==> src/inc/scbcfg_pkg.sv <==
/*
  constants for the clock buffer smbus configuration slave: register
  offsets, reset values, fixed read patterns, field positions, bus bytes.
  assumes nothing of its surroundings.
*/
package scbcfg_pkg;
  // bank geometry
  localparam int unsigned NUM_REGS = 8;
  localparam logic [7:0] LAST_OFFSET = 8'h07;
  // register offsets
  localparam logic [2:0] OFS_OUTPUT_GATE = 3'h0;
  localparam logic [2:0] OFS_PLL_AMP = 3'h1;
  localparam logic [2:0] OFS_EDGE_RATE = 3'h2;
  localparam logic [2:0] OFS_FREQ_RSVD = 3'h3;
  localparam logic [2:0] OFS_RSVD_ONES = 3'h4;
  localparam logic [2:0] OFS_REV_VENDOR = 3'h5;
  localparam logic [2:0] OFS_PART_TYPE = 3'h6;
  localparam logic [2:0] OFS_XFER_LEN = 3'h7;
  // writable masks and reset values
  localparam logic [7:0] GATE_MASK = 8'h6a;
  localparam logic [7:0] GATE_RESET = 8'hff;
  localparam logic [7:0] PLL_AMP_MASK = 8'h3b;
  localparam logic [7:0] PLL_AMP_RESET = 8'h06;
  localparam logic [7:0] PLL_AMP_RSVD = 8'h04;
  localparam logic [7:0] EDGE_MASK = 8'h6a;
  localparam logic [7:0] EDGE_RESET = 8'hff;
  localparam logic [7:0] FREQ_RSVD_VAL = 8'hc7;
  localparam logic [7:0] RSVD_ONES_VAL = 8'hff;
  localparam logic [7:0] XFER_LEN_VAL = 8'h00;
  // field positions
  localparam int unsigned POS_PAIR0 = 1;
  localparam int unsigned POS_PAIR1 = 3;
  localparam int unsigned POS_PAIR2 = 5;
  localparam int unsigned POS_PAIR3 = 6;
  localparam int unsigned POS_SOFT_SEL = 5;
  localparam int unsigned POS_SOFT_MODE = 3;
  localparam int unsigned POS_AMP = 0;
  // bus addresses with r/w bit, write and read
  localparam logic [7:0] ADDR_WRITE = 8'hd4;
  localparam logic [7:0] ADDR_READ = 8'hd5;
  // output latency in output clocks, 1 to 3
  localparam int unsigned GATE_LATENCY = 2;
  localparam logic [1:0] GATE_LAT_CNT = 2'(GATE_LATENCY);
  // reference clock watchdog: cycles of mclk with no ref edge
  localparam int unsigned REF_TIMEOUT = 64;
endpackage

==> src/design/scbcfg_top.sv <==
/*
  smbus configuration slave of a four-pair clock buffer: bit-level smbus
  engine, eight-byte register bank, output gating and mode selection.
  assumes scl, sda and the strap/enable pins already synchronous to mclk,
  and that the reference clock arrives as a level sampled at mclk.
*/
`timescale 1ns/1ps
// Function
// RULE_01 - slave only, one seven-bit address
// RULE_02 - block write: offset, count, data, acked
// RULE_03 - block read after repeated start
// RULE_04 - offset byte picks first register
// RULE_05 - master never writes zero count
// RULE_06 - stop after any byte ends cleanly
// RULE_07 - silent unless reference clock runs
// RULE_08 - byte zero gate bits, reset enabled
// RULE_09 - cleared gate bit forces pair low
// RULE_10 - byte one top bits show strap
// RULE_11 - bit five picks soft mode source
// RULE_12 - soft mode bits inert unless selected
// RULE_13 - amplitude field, reset value two
// RULE_14 - per-pair edge rate, reset fast
// RULE_15 - reserved bits read fixed pattern
// RULE_16 - byte four reads all ones
// RULE_17 - byte five revision and maker codes
// RULE_18 - byte six type and part code
// RULE_19 - byte seven reads zero
// RULE_20 - active-low pin also gates pair
// RULE_21 - mode encoding low, bypass, high
// RULE_22 - gate change takes one to three clocks
// RULE_23 - straps caught on first power good
// RULE_24 - index advances, read-only writes ignored
// RULE_25 - read count spans offset to end
module scbcfg_top #(
  parameter logic [3:0] REVISION_CODE = 4'h3, // arbitrary value
  parameter logic [3:0] MAKER_CODE = 4'h5, // arbitrary value
  parameter logic [1:0] PART_TYPE = 2'h2, // arbitrary value
  parameter logic [5:0] PART_CODE = 6'h2a // arbitrary value
) (
  // clock and reset
  input wire logic mclk,
  input wire logic srst,
  // smbus pins
  input wire logic scl_in,
  input wire logic sda_in,
  output logic sda_out,
  output logic sda_oe,
  // reference clock level and power pins
  input wire logic ref_clk_level,
  input wire logic power_good_sleep_n,
  input wire logic [1:0] bandwidth_strap,
  // per-pair active-low enable pins
  input wire logic [3:0] pair_enable_pin_n,
  // output pair control
  output logic [3:0] pair_run,
  output logic [1:0] pll_mode,
  output logic [1:0] amplitude,
  output logic [3:0] edge_rate,
  output logic powered_down
);
  typedef enum logic [6:0] {
    ST_IDLE = 7'b0000001, ST_RX = 7'b0000010, ST_RX_ACK = 7'b0000100,
    ST_TX = 7'b0001000, ST_TX_ACK = 7'b0010000, ST_TX_PREP = 7'b0100000,
    ST_WAIT = 7'b1000000
  } scbcfg_state_t;
  typedef enum logic [3:0] {
    PH_ADDR = 4'b0001, PH_OFS = 4'b0010, PH_CNT = 4'b0100,
    PH_DATA = 4'b1000
  } scbcfg_phase_t;

  scbcfg_state_t state; // bit engine state
  scbcfg_phase_t phase; // which byte of the write frame is next
  logic scl_q, sda_q; // previous pin samples for edge detection
  logic [2:0] bitcnt; // bit position within byte
  logic [7:0] shreg; // shift register
  logic [2:0] index; // current register index
  logic [7:0] remain; // data bytes left in write frame
  logic tx_count; // next transmitted byte is the count byte
  logic [7:0] gate_reg, pllamp_reg, edge_reg; // writable bytes
  logic [1:0] latched_mode; // strap value caught at first power good
  logic started; // first power-good assertion seen
  logic [6:0] ref_timer; // mclk cycles since last reference edge
  logic ref_q, ref_alive; // reference activity
  logic [1:0] gate_cnt [4]; // per-pair latency counters
  logic [3:0] gate_want; // combined enable per pair

  wire scl_rise = scl_in & ~scl_q;
  wire scl_fall = ~scl_in & scl_q;
  wire start_cond = scl_in & scl_q & sda_q & ~sda_in;
  wire stop_cond = scl_in & scl_q & ~sda_q & sda_in;
  wire [7:0] rx_byte = {shreg[6:0], sda_in};

  // read mux of the whole bank, reserved bits fixed
  function automatic logic [7:0] read_reg(input logic [2:0] ofs);
    case (ofs)
      scbcfg_pkg::OFS_OUTPUT_GATE: read_reg = gate_reg; // [RULE_08] [RULE_15]
      scbcfg_pkg::OFS_PLL_AMP: read_reg = {latched_mode,
        pllamp_reg[5:0]}; // [RULE_10] [RULE_15]
      scbcfg_pkg::OFS_EDGE_RATE: read_reg = edge_reg; // [RULE_14] [RULE_15]
      scbcfg_pkg::OFS_FREQ_RSVD: read_reg = scbcfg_pkg::FREQ_RSVD_VAL; // [RULE_15]
      scbcfg_pkg::OFS_RSVD_ONES: read_reg = scbcfg_pkg::RSVD_ONES_VAL; // [RULE_16]
      scbcfg_pkg::OFS_REV_VENDOR: read_reg = {REVISION_CODE,
        MAKER_CODE}; // [RULE_17]
      scbcfg_pkg::OFS_PART_TYPE: read_reg = {PART_TYPE, PART_CODE}; // [RULE_18]
      default: read_reg = scbcfg_pkg::XFER_LEN_VAL; // [RULE_19]
    endcase
  endfunction

  // pin history for edge and condition detection
  always_ff @(posedge mclk) begin
    if (srst) begin
      scl_q <= 1'b1;
      sda_q <= 1'b1;
      ref_q <= 1'b0;
    end else begin
      scl_q <= scl_in;
      sda_q <= sda_in;
      ref_q <= ref_clk_level;
    end
  end

  // reference watchdog; a stopped clock silences the bus
  always_ff @(posedge mclk) begin
    if (srst) begin
      ref_timer <= '0;
      ref_alive <= 1'b0;
    end else if (ref_clk_level != ref_q) begin
      ref_timer <= '0;
      ref_alive <= 1'b1; // [RULE_07]
    end else if (ref_timer == 7'(scbcfg_pkg::REF_TIMEOUT - 1)) begin
      ref_alive <= 1'b0; // [RULE_07]
    end else begin
      ref_timer <= ref_timer + 7'h01;
    end
  end

  // strap capture on the first power-good high, sleep on later lows
  always_ff @(posedge mclk) begin
    if (srst) begin
      started <= 1'b0;
      latched_mode <= 2'h0;
      powered_down <= 1'b1;
    end else begin
      if (power_good_sleep_n && !started) begin
        started <= 1'b1;
        latched_mode <= bandwidth_strap; // [RULE_23]
      end
      powered_down <= ~power_good_sleep_n; // [RULE_23]
    end
  end

  // smbus bit engine; sda only ever pulled low
  always_ff @(posedge mclk) begin
    if (srst || !ref_alive) begin
      state <= ST_IDLE; // [RULE_07]
      phase <= PH_ADDR;
      bitcnt <= '0;
      shreg <= '0;
      index <= '0;
      remain <= '0;
      tx_count <= 1'b0;
      sda_out <= 1'b0;
      sda_oe <= 1'b0;
      gate_reg <= scbcfg_pkg::GATE_RESET;
      pllamp_reg <= scbcfg_pkg::PLL_AMP_RESET;
      edge_reg <= scbcfg_pkg::EDGE_RESET;
    end else if (stop_cond) begin
      state <= ST_IDLE; // completed bytes already stored [RULE_06]
      sda_oe <= 1'b0;
    end else if (start_cond) begin
      state <= ST_RX; // start or repeated start
      phase <= PH_ADDR;
      bitcnt <= '0;
      sda_oe <= 1'b0;
    end else begin
      case (state)
        ST_IDLE: sda_oe <= 1'b0;
        ST_RX: if (scl_rise) begin
          shreg <= rx_byte;
          bitcnt <= bitcnt + 3'h1;
          if (bitcnt == 3'h7) begin
            state <= ST_WAIT;
            if (phase == PH_ADDR && rx_byte == scbcfg_pkg::ADDR_READ) begin
              tx_count <= 1'b1; // [RULE_03]
              state <= ST_RX_ACK;
            end else if (phase == PH_ADDR &&
                         rx_byte != scbcfg_pkg::ADDR_WRITE) begin
              state <= ST_IDLE; // not our address [RULE_01]
            end else begin
              state <= ST_RX_ACK; // [RULE_02]
              case (phase)
                PH_ADDR: phase <= PH_OFS;
                PH_OFS: begin
                  index <= rx_byte[2:0]; // [RULE_04]
                  phase <= PH_CNT;
                end
                PH_CNT: begin
                  remain <= rx_byte; // nonzero by master contract [RULE_05]
                  phase <= PH_DATA;
                end
                default: begin
                  if (remain != 8'h00) begin
                    case (index)
                      scbcfg_pkg::OFS_OUTPUT_GATE: gate_reg <=
                        (rx_byte & scbcfg_pkg::GATE_MASK) |
                        ~scbcfg_pkg::GATE_MASK; // [RULE_24]
                      scbcfg_pkg::OFS_PLL_AMP: pllamp_reg <=
                        (rx_byte & scbcfg_pkg::PLL_AMP_MASK) |
                        scbcfg_pkg::PLL_AMP_RSVD; // [RULE_24]
                      scbcfg_pkg::OFS_EDGE_RATE: edge_reg <=
                        (rx_byte & scbcfg_pkg::EDGE_MASK) |
                        ~scbcfg_pkg::EDGE_MASK; // [RULE_24]
                      default: ; // read-only bytes ignore writes [RULE_24]
                    endcase
                    remain <= remain - 8'h01;
                  end
                  index <= index + 3'h1; // [RULE_24]
                end
              endcase
            end
          end
        end
        ST_RX_ACK: if (scl_fall) begin
          sda_out <= 1'b0;
          sda_oe <= 1'b1; // ack every byte [RULE_02]
          state <= ST_WAIT;
        end
        ST_WAIT: if (scl_fall) begin
          sda_oe <= 1'b0;
          bitcnt <= '0;
          state <= tx_count ? ST_TX_PREP : ST_RX;
        end
        ST_TX_PREP: begin
          // count byte spans offset to end of bank [RULE_25]
          shreg <= tx_count ? 8'(scbcfg_pkg::LAST_OFFSET - {5'h00, index}
                                 + 8'h01) : read_reg(index);
          if (!tx_count) index <= index + 3'h1; // [RULE_24]
          tx_count <= 1'b0;
          state <= ST_TX;
          bitcnt <= '0;
        end
        ST_TX: begin
          sda_out <= 1'b0;
          sda_oe <= ~shreg[7]; // [RULE_03]
          if (scl_fall) begin
            shreg <= {shreg[6:0], 1'b0};
            bitcnt <= bitcnt + 3'h1;
            if (bitcnt == 3'h7) begin
              sda_oe <= 1'b0;
              state <= ST_TX_ACK;
            end
          end
        end
        ST_TX_ACK: if (scl_fall) begin
          // judge the ninth bit on the falling edge, from the sample
          // taken while scl was high; loading the next byte on the rise
          // would let this fall shift out its top bit unseen
          // master nack ends the read [RULE_03]
          state <= sda_q ? ST_IDLE : ST_TX_PREP;
        end
        default: state <= ST_IDLE;
      endcase
    end
  end

  // combine register bit and active-low pin per pair [RULE_09] [RULE_20]
  always_comb begin
    gate_want[0] = gate_reg[scbcfg_pkg::POS_PAIR0] & ~pair_enable_pin_n[0];
    gate_want[1] = gate_reg[scbcfg_pkg::POS_PAIR1] & ~pair_enable_pin_n[1];
    gate_want[2] = gate_reg[scbcfg_pkg::POS_PAIR2] & ~pair_enable_pin_n[2];
    gate_want[3] = gate_reg[scbcfg_pkg::POS_PAIR3] & ~pair_enable_pin_n[3];
  end

  // latency counters make the change clean after a fixed delay;
  // the enable pulse of the output clock is modelled as mclk here
  for (genvar p = 0; p < 4; p++) begin : g_pair
    always_ff @(posedge mclk) begin
      if (srst) begin
        gate_cnt[p] <= '0;
        pair_run[p] <= 1'b0;
      end else if (powered_down) begin
        gate_cnt[p] <= '0;
        pair_run[p] <= 1'b0;
      end else if (gate_want[p] == pair_run[p]) begin
        gate_cnt[p] <= '0;
      end else if (gate_cnt[p] == scbcfg_pkg::GATE_LAT_CNT - 2'h1) begin
        pair_run[p] <= gate_want[p]; // [RULE_22]
        gate_cnt[p] <= '0;
      end else begin
        gate_cnt[p] <= gate_cnt[p] + 2'h1;
      end
    end
  end

  // analog controls, mode source chosen by the soft select bit
  always_ff @(posedge mclk) begin
    if (srst) begin
      pll_mode <= 2'h0;
      amplitude <= 2'h2;
      edge_rate <= 4'hf;
    end else begin
      pll_mode <= pllamp_reg[scbcfg_pkg::POS_SOFT_SEL] ?
        pllamp_reg[scbcfg_pkg::POS_SOFT_MODE +: 2] :
        latched_mode; // [RULE_11] [RULE_12] [RULE_21]
      amplitude <= pllamp_reg[scbcfg_pkg::POS_AMP +: 2]; // [RULE_13]
      edge_rate <= {edge_reg[scbcfg_pkg::POS_PAIR3],
        edge_reg[scbcfg_pkg::POS_PAIR2], edge_reg[scbcfg_pkg::POS_PAIR1],
        edge_reg[scbcfg_pkg::POS_PAIR0]}; // [RULE_14]
    end
  end

  // assertions
  a_ref_silence: assert property (@(posedge mclk) disable iff (srst)
    !ref_alive |=> !sda_oe) else $error("sda driven without ref clock"); // [RULE_07]
  a_gate_forced: assert property (@(posedge mclk) disable iff (srst)
    !gate_reg[scbcfg_pkg::POS_PAIR0] [*4] |-> !pair_run[0])
    else $error("pair 0 runs with gate bit clear"); // [RULE_09]
  a_pin_forced: assert property (@(posedge mclk) disable iff (srst)
    pair_enable_pin_n[1] [*4] |-> !pair_run[1])
    else $error("pair 1 runs with pin high"); // [RULE_20]
  a_gate_latency: assert property (@(posedge mclk) disable iff (srst)
    (gate_want[2] && !powered_down) [*4] |-> pair_run[2])
    else $error("pair 2 late to start"); // [RULE_22]
  a_mode_soft: assert property (@(posedge mclk) disable iff (srst)
    $stable(pllamp_reg) && pllamp_reg[scbcfg_pkg::POS_SOFT_SEL] |=>
    pll_mode == $past(pllamp_reg[4:3]))
    else $error("soft mode not applied"); // [RULE_11]
  a_mode_strap: assert property (@(posedge mclk) disable iff (srst)
    !pllamp_reg[scbcfg_pkg::POS_SOFT_SEL] && $stable(latched_mode) |=>
    pll_mode == $past(latched_mode))
    else $error("strap mode not applied"); // [RULE_12]
  a_gate_rsvd: assert property (@(posedge mclk) disable iff (srst)
    (gate_reg | scbcfg_pkg::GATE_MASK) == 8'hff)
    else $error("gate reserved bits not ones"); // [RULE_15]
  a_amp_follow: assert property (@(posedge mclk) disable iff (srst)
    ##1 amplitude == $past(pllamp_reg[1:0]))
    else $error("amplitude not following"); // [RULE_13]
  a_stop_idle: assert property (@(posedge mclk) disable iff (srst)
    stop_cond && ref_alive |=> state == ST_IDLE && !sda_oe)
    else $error("stop not honoured"); // [RULE_06]
endmodule

==> config.mk <==
export PLATFORM = sky130hd
export DESIGN_NAME = scbcfg_top
export DESIGN_NICKNAME = d
export VERILOG_FILES = /design/src/inc/scbcfg_pkg.sv /design/src/design/scbcfg_top.sv
export SDC_FILE = /design/constraint.sdc
export NUM_CORES = 1
export LEC_CHECK = 0
export ABC_AREA = 1
export BUFFER_PORTS_ARGS = -buffer_cell sky130_fd_sc_hd__buf_2
export CORE_MARGIN = 2
export CORE_UTILIZATION = 30
export CTS_BUF_LIST = sky130_fd_sc_hd__clkbuf_4
export DETAILED_ROUTE_END_ITERATION = 6
export PLACE_DENSITY = 0.56
export RECOVER_POWER = 50
export SETUP_SLACK_MARGIN = 0.1
export SLEW_MARGIN = 10
export SYNTH_ARGS = -nofsm -noshare
export SYNTH_HDL_FRONTEND = slang
export SYNTH_SLANG_ARGS = --single-unit
==> constraint.sdc <==
create_clock -name mclk -period 2 [get_ports mclk]
set_input_delay 0.4 -clock mclk [delete_from_list [all_inputs] [get_ports mclk]]
set_output_delay 0.4 -clock mclk [all_outputs]
set_load 0.005 [all_outputs]
; ---- Word-level counts from Yosys, hierarchy flattened
; Memory sizes are Yosys's and may differ from the RTL's.
; Index checks and enable logic that the tools add are counted.
[word_totals]
mem_count = 1
wordCells = 310
output_inout_bits = 15
regBits = 76
ram_bits = 8
[op_classes]
n_mux = 129
n_addsub = 10
n_eq_ne = 51
n_reduce_logical = 43
bitwise_logic = 48
[mem_list]
columns = name, depth, width, read_ports, rd_ports_with_merged_regs, wr, line_no
row1 = gate_cnt, 4, 2, 4, 0, 4, scbcfg_top.sv:84  ; logic [1:0] gate_cnt [4];
[op_table]
columns = operator, count
row1 = $mux W1, 70
row2 = $pmux W8 S7, 1
row3 = $mux W7, 7
row4 = $pmux W7 S7, 1
row5 = $mux W2, 18
row6 = $mux W3, 11
row7 = $mux W8, 4
row8 = $ne A2 B2 Y1 const B, 15
row9 = $reduce_and A10 Y1, 3
row10 = $mux W4, 6
row11 = $pmux W8 S3, 1
row12 = $ne A3 B3 Y1 const B, 7
row13 = $not A1 Y1, 21
row14 = $reduce_and A9 Y1, 2
row15 = $or A1 B1 Y1, 16
row16 = $pmux W8 S2, 1
row17 = $reduce_and A8 Y1, 2
row18 = $eq A7 B6 Y1 const B, 2
row19 = $reduce_bool A2 Y1, 7
row20 = $eq A3 B3 Y1 const B, 4
row21 = $mux W6, 2
row22 = $pmux W3 S2, 2
row23 = $pmux W3 S4, 1
row24 = $pmux W4 S3, 1
row25 = other kinds (41), 76

; ---- Longest topological paths before layout
[depth]
depth_word = 10
depth_mapped = 12
mapped_depth_nobuf = 11

; ---- Worst setup path after synthesis
; Ideal clock, no wire load.
[synth_timing]
path_type = flip-flop to flip-flop
startpoint = register index[0]
endpoint = register shreg[2]
setup_ns = 0.116
required_time_ns = 1.884
t_arrival_ns = 1.653
path_buffers = 1
path_slack_ns = 0.232
synth_period_minus_slack_ns = 1.768
stages_incl_launch_ff = 13
path_cell_list = dfxtp_1 inv_1 ha_1 ha_1 clkbuf_1 inv_1 nand2_1 inv_1 nand3_1 o21ai_0 nand2_1 nor2_1 nor2_1
[synth_via]
elab_chain_len = 4
[synth_rtl]
columns = item, line_no
row1 = "start, declared", scbcfg_top.sv:76  ; logic [2:0] index;
row2 = "start signal, assigned", scbcfg_top.sv:194  ; index <= rx_byte[2:0];
row3 = "start signal, assigned", scbcfg_top.sv:217  ; index <= index + 3'h1;
row4 = "start signal, assigned", scbcfg_top.sv:237  ; if (!tx_count) index <= index + 3'h1;
row5 = "$sub A3 B3 Y4, or another cell as far along", scbcfg_top.sv:235  ; shreg <= tx_count ? 8'(scbcfg_pkg::LAST_OFFSET - {5'h00, index}
row6 = $add A4 B2 Y5 / $pmux W8 S7 (equally long branches), "scbcfg_top.sv:236, scbcfg_top.sv:95"
row7 = $mux W8 (*), scbcfg_top.sv:235
row8 = $pmux W8 S3 (*), scbcfg_top.sv:176  ; case (state)
row9 = "end signal, assigned", scbcfg_top.sv:179  ; shreg <= rx_byte;
row10 = "end signal, assigned", scbcfg_top.sv:235
row11 = "end signal, assigned", scbcfg_top.sv:246  ; shreg <= {shreg[6:0], 1'b0};
row12 = "end, declared", scbcfg_top.sv:75  ; logic [7:0] shreg;
; Every way passes the cells marked *; elsewhere a longest branch is shown, timed or not.
; A chain may end at the register's enable or synchronous reset.

; ---- Worst setup path in the final report
[layout_timing]
startpoint = register state[4]
endpoint = register shreg[1]
[layout_via]
elab_chain_len = 3
[layout_rtl]
columns = item, line_no
row1 = "start, declared", scbcfg_top.sv:71  ; scbcfg_state_t state;
row2 = "start signal, assigned", scbcfg_top.sv:231  ; state <= tx_count ? ST_TX_PREP : ST_RX;
row3 = "start signal, assigned", scbcfg_top.sv:259  ; state <= sda_q ? ST_IDLE : ST_TX_PREP;
row4 = "$eq A7 B4 Y1, or another cell as far along", scbcfg_top.sv:176
row5 = $ne A2 B2 Y1 (no source line) / $reduce_bool A3 Y1 (equally long branches), -
row6 = $reduce_and A5 Y1 (no source line), -
; Several ways; a longest one is shown, not always the timed one.

==> results.ini <==
[outcome]
status=completed

[worst_setup_path]
worstSetupPathType=reg -> reg
worst_path_max_delay_cell=dfxtp_1
critPathMaxFanout=16
critPathCaptureType=register
cpMostUsedCell=nor2_4
crit_chain=nor2_4 -> nand2_4 -> nor2_8 -> nand2_1 -> nand3_1 -> nor2_4 -> o21ai_0 -> nor2_1
arrival_ns=2.13
reg2reg_slack_ns=0.25
cp_data_required_time_ns=2.38
max_stage_delay_ns=0.38
startpoint_type=register
rr_worst_depth=8

[placed_design]
place.gp.congestion=0.8418
dp_hpwl_um=8594
place_area_um2=5084
preCtsSetupSlack_ns=0.1141
portBuffers=25

[synth]
ys_ff_latch=83
seq_area_frac_synth_pct=37.20
avgSynthCellArea_um2=6.727
postSynthCellCount=696
synthesis.area_um2=4682
synthMuxAreaShare_pct=0
post_synth_xor_area_fraction_pct=1.497
synthAdderAreaFrac_pct=4.009
yosys.cell_types.count=39
synth.yosys.warnings=0
synth-compound-area-share_pct=8.792
synth_top_family_by_area=simple AND/OR/NAND/NOR gates
synth-simple-area-share_pct=40.35

[pwr]
p_int_mw=2.446
p_comb_share_pct=22.9
power_frac_seq_pct=48.6
switching_share_pct=33.96
p_per_area_nw_per_um2=700.4
power_frac_clock_pct=28.5
peakVddDrop_uv=582.4
power.static_leakage_nw=2.416
p_sw_mw=1.258

[timing]
fin_crit_sh_pct=87.54
period_needed_ns=1.751
finalHoldViolations=0
clock_skew_ns=0.02004
setup-tns-final_ns=0
maxSlewViolCount=0
final.setup.worst_slack_ns=0.2493
whs_ns=0.1074
final-setup-viol-count=0
timing.fmax_mhz=571.2
rsz0062_at_grt=yes

[final_layout]
nets=769
syn2layout_area_growth_pct=12.93
top_regs=gate_cnt (8), remain (8), shreg (8)
multi_input_area_um2=2635
area.sequential_um2=1745
drive_gt1_share_pct=13.52
fillers=1695
finish.instance_area_um2=5288
diodes=0

[global_route]
grt_start_max_net_pins=19
track_usage_pct=14.34
grt_pass1_wl_um=19090
grt_overflow=0
grt_pass1_vias=4042
antenna_found_initial=0

[cts]
cts_max_level=3
cts_buffers=9
cts_root_buf=clkbuf_4
cts_tree=built
cts_sinks=83
cts.clk_slew.worst_paths_ns=0.14
ctsLongestPathBuffers=2
worstSkewPairLatency_ns=0.47

[route]
wl_per_cell_um=12.06
routed-via-count=4321
drtPass1Iterations=4
drc=0
ant_nets=0
first_iter_violations=230
viasPerCell=4.621
drt-total-wl_um=11270

[job]
cap_violations=0

[worst_hold_path]
hold_depth=2
hold_class=in -> reg

[die]
num_rows=45
dieArea_um2=16620
die_w_um=128.9
core-area_um2=15200
fp.dieH_um=128.9
io_pins=27
start_util_pct=30.80

## synth_stat cells, drive strengths merged
library cell	instances	area, um2
xor2	4	35.03
or2	5	31.28
conb	2	7.510
nand2	186	725.7
nor2	138	625.6
nor3	5	25.02
clkbuf	6	32.53
o21ai	41	205.2
o22ai	1	6.260
a31oi	3	18.77
o21bai	1	7.510
o21a	1	7.510
ha	15	187.7
inv	73	276.5
and3	2	12.51
nand4	18	118.9
edfxtp	8	240.2
a21oi	30	150.1
xnor2	4	35.03
o211ai	1	7.510
buf	8	57.55
nand3	62	320.3
dfxtp	75	1501
clkinv	2	7.510
o32ai	1	8.760
nand3b	4	30.03
## per-stage QoR
stage | util (%) | power (mW) | cells
2_1_floorplan | - | 2.499 | 703
3_3_place_gp | 33.44 | 2.668 | 916
3_5_place_dp | 33.44 | 2.677 | 916
4_1_cts | 34.59 | 3.763 | 934
5_1_grt | 34.78 | 3.942 | 935
6_report | 34.78 | 3.704 | 935
## layout by cell type (no fill, tap or decap), types with 5 or more instances in the layout
cell type and instances:
buf_2 19, nor2_2 15, conb_1 9, a21oi_1 29, nand3_1 59, ha_1 12, nor2_1 116, nor2_4 6
dfxtp_1 74, nand2_2 7, clkbuf_4 10, nand4_1 17, inv_2 5, nand2_1 177, inv_1 66, nor3_1 5
clkbuf_1 8, or2_2 5, buf_4 13, o21ai_0 40, edfxtp_1 8
## kinds of logic (layout without fill, tap and decap cells)
family	Yosys count	in the layout
adders and majority gates	15	15
DFF	83	83
xor gates and xnor gates	8	8
AOI/OAI and AO/OA	79	79
buffers and inverters	89	132
and+or+nand+nor	420	421
other	2	9
## layout make-up
| cell class | instances | share of cell area, % |
|---|---|---|
| multi-input cells | 532 | 49.83 |
| clock buffers | 10 | 1.420 |
| clock inverters | 6 | 1.325 |
| inverters | 75 | 5.372 |
| flip-flops and latches | 83 | 33.01 |
| well taps | 188 | 4.449 |
| repair buffers | 41 | 4.591 |
## final timing paths
kind / startpoint / to
worst max-delay path: state[4] / shreg[1]
worst min-delay path: power_good_sleep_n / powered_down
worst max register to register: state[4] / shreg[1]
worst min register to register: ref_timer[6] / ref_timer[6]
## power groups by stage
stage / Clock [mW] / Combinational [mW] / Sequential [mW]
after floorplan: 0 / 0.671 / 1.83
after global placement: 0 / 0.830 / 1.84
after detailed placement: 0 / 0.838 / 1.84
after CTS: 1.12 / 0.839 / 1.80
after global routing: 1.16 / 0.971 / 1.81
final: 1.05 / 0.848 / 1.80
## critical path, delay by kind of cell (launching register included)
kind,cells,cell delay (ns)
flip-flops,1,0.38
AND/OR/NAND/NOR,7,1.12
AO/OA/AOI/OAI,1,0.15
## timing repair
action	CTS	global route
setup buffers	2	0
resized for setup	1	11
setup endpoints to repair	7	25
hold buffers	0	0
cloned	0	1
pin swaps	1	1
## metal layers
| layer | part of all wire [%] | GRT usage (%) | vias to the layer above |
|---|---|---|---|
| met5 | 0 | 0 | - |
| li1 | - | - | 2320 |
| met2 | 46 | 23.69 | 62 |
| met1 | 49 | 18.35 | 1932 |
| met4 | 0.96 | 3.900 | 0 |
| met3 | 3.8 | 4.116 | 7 |
(Power assumes the default switching activity.)
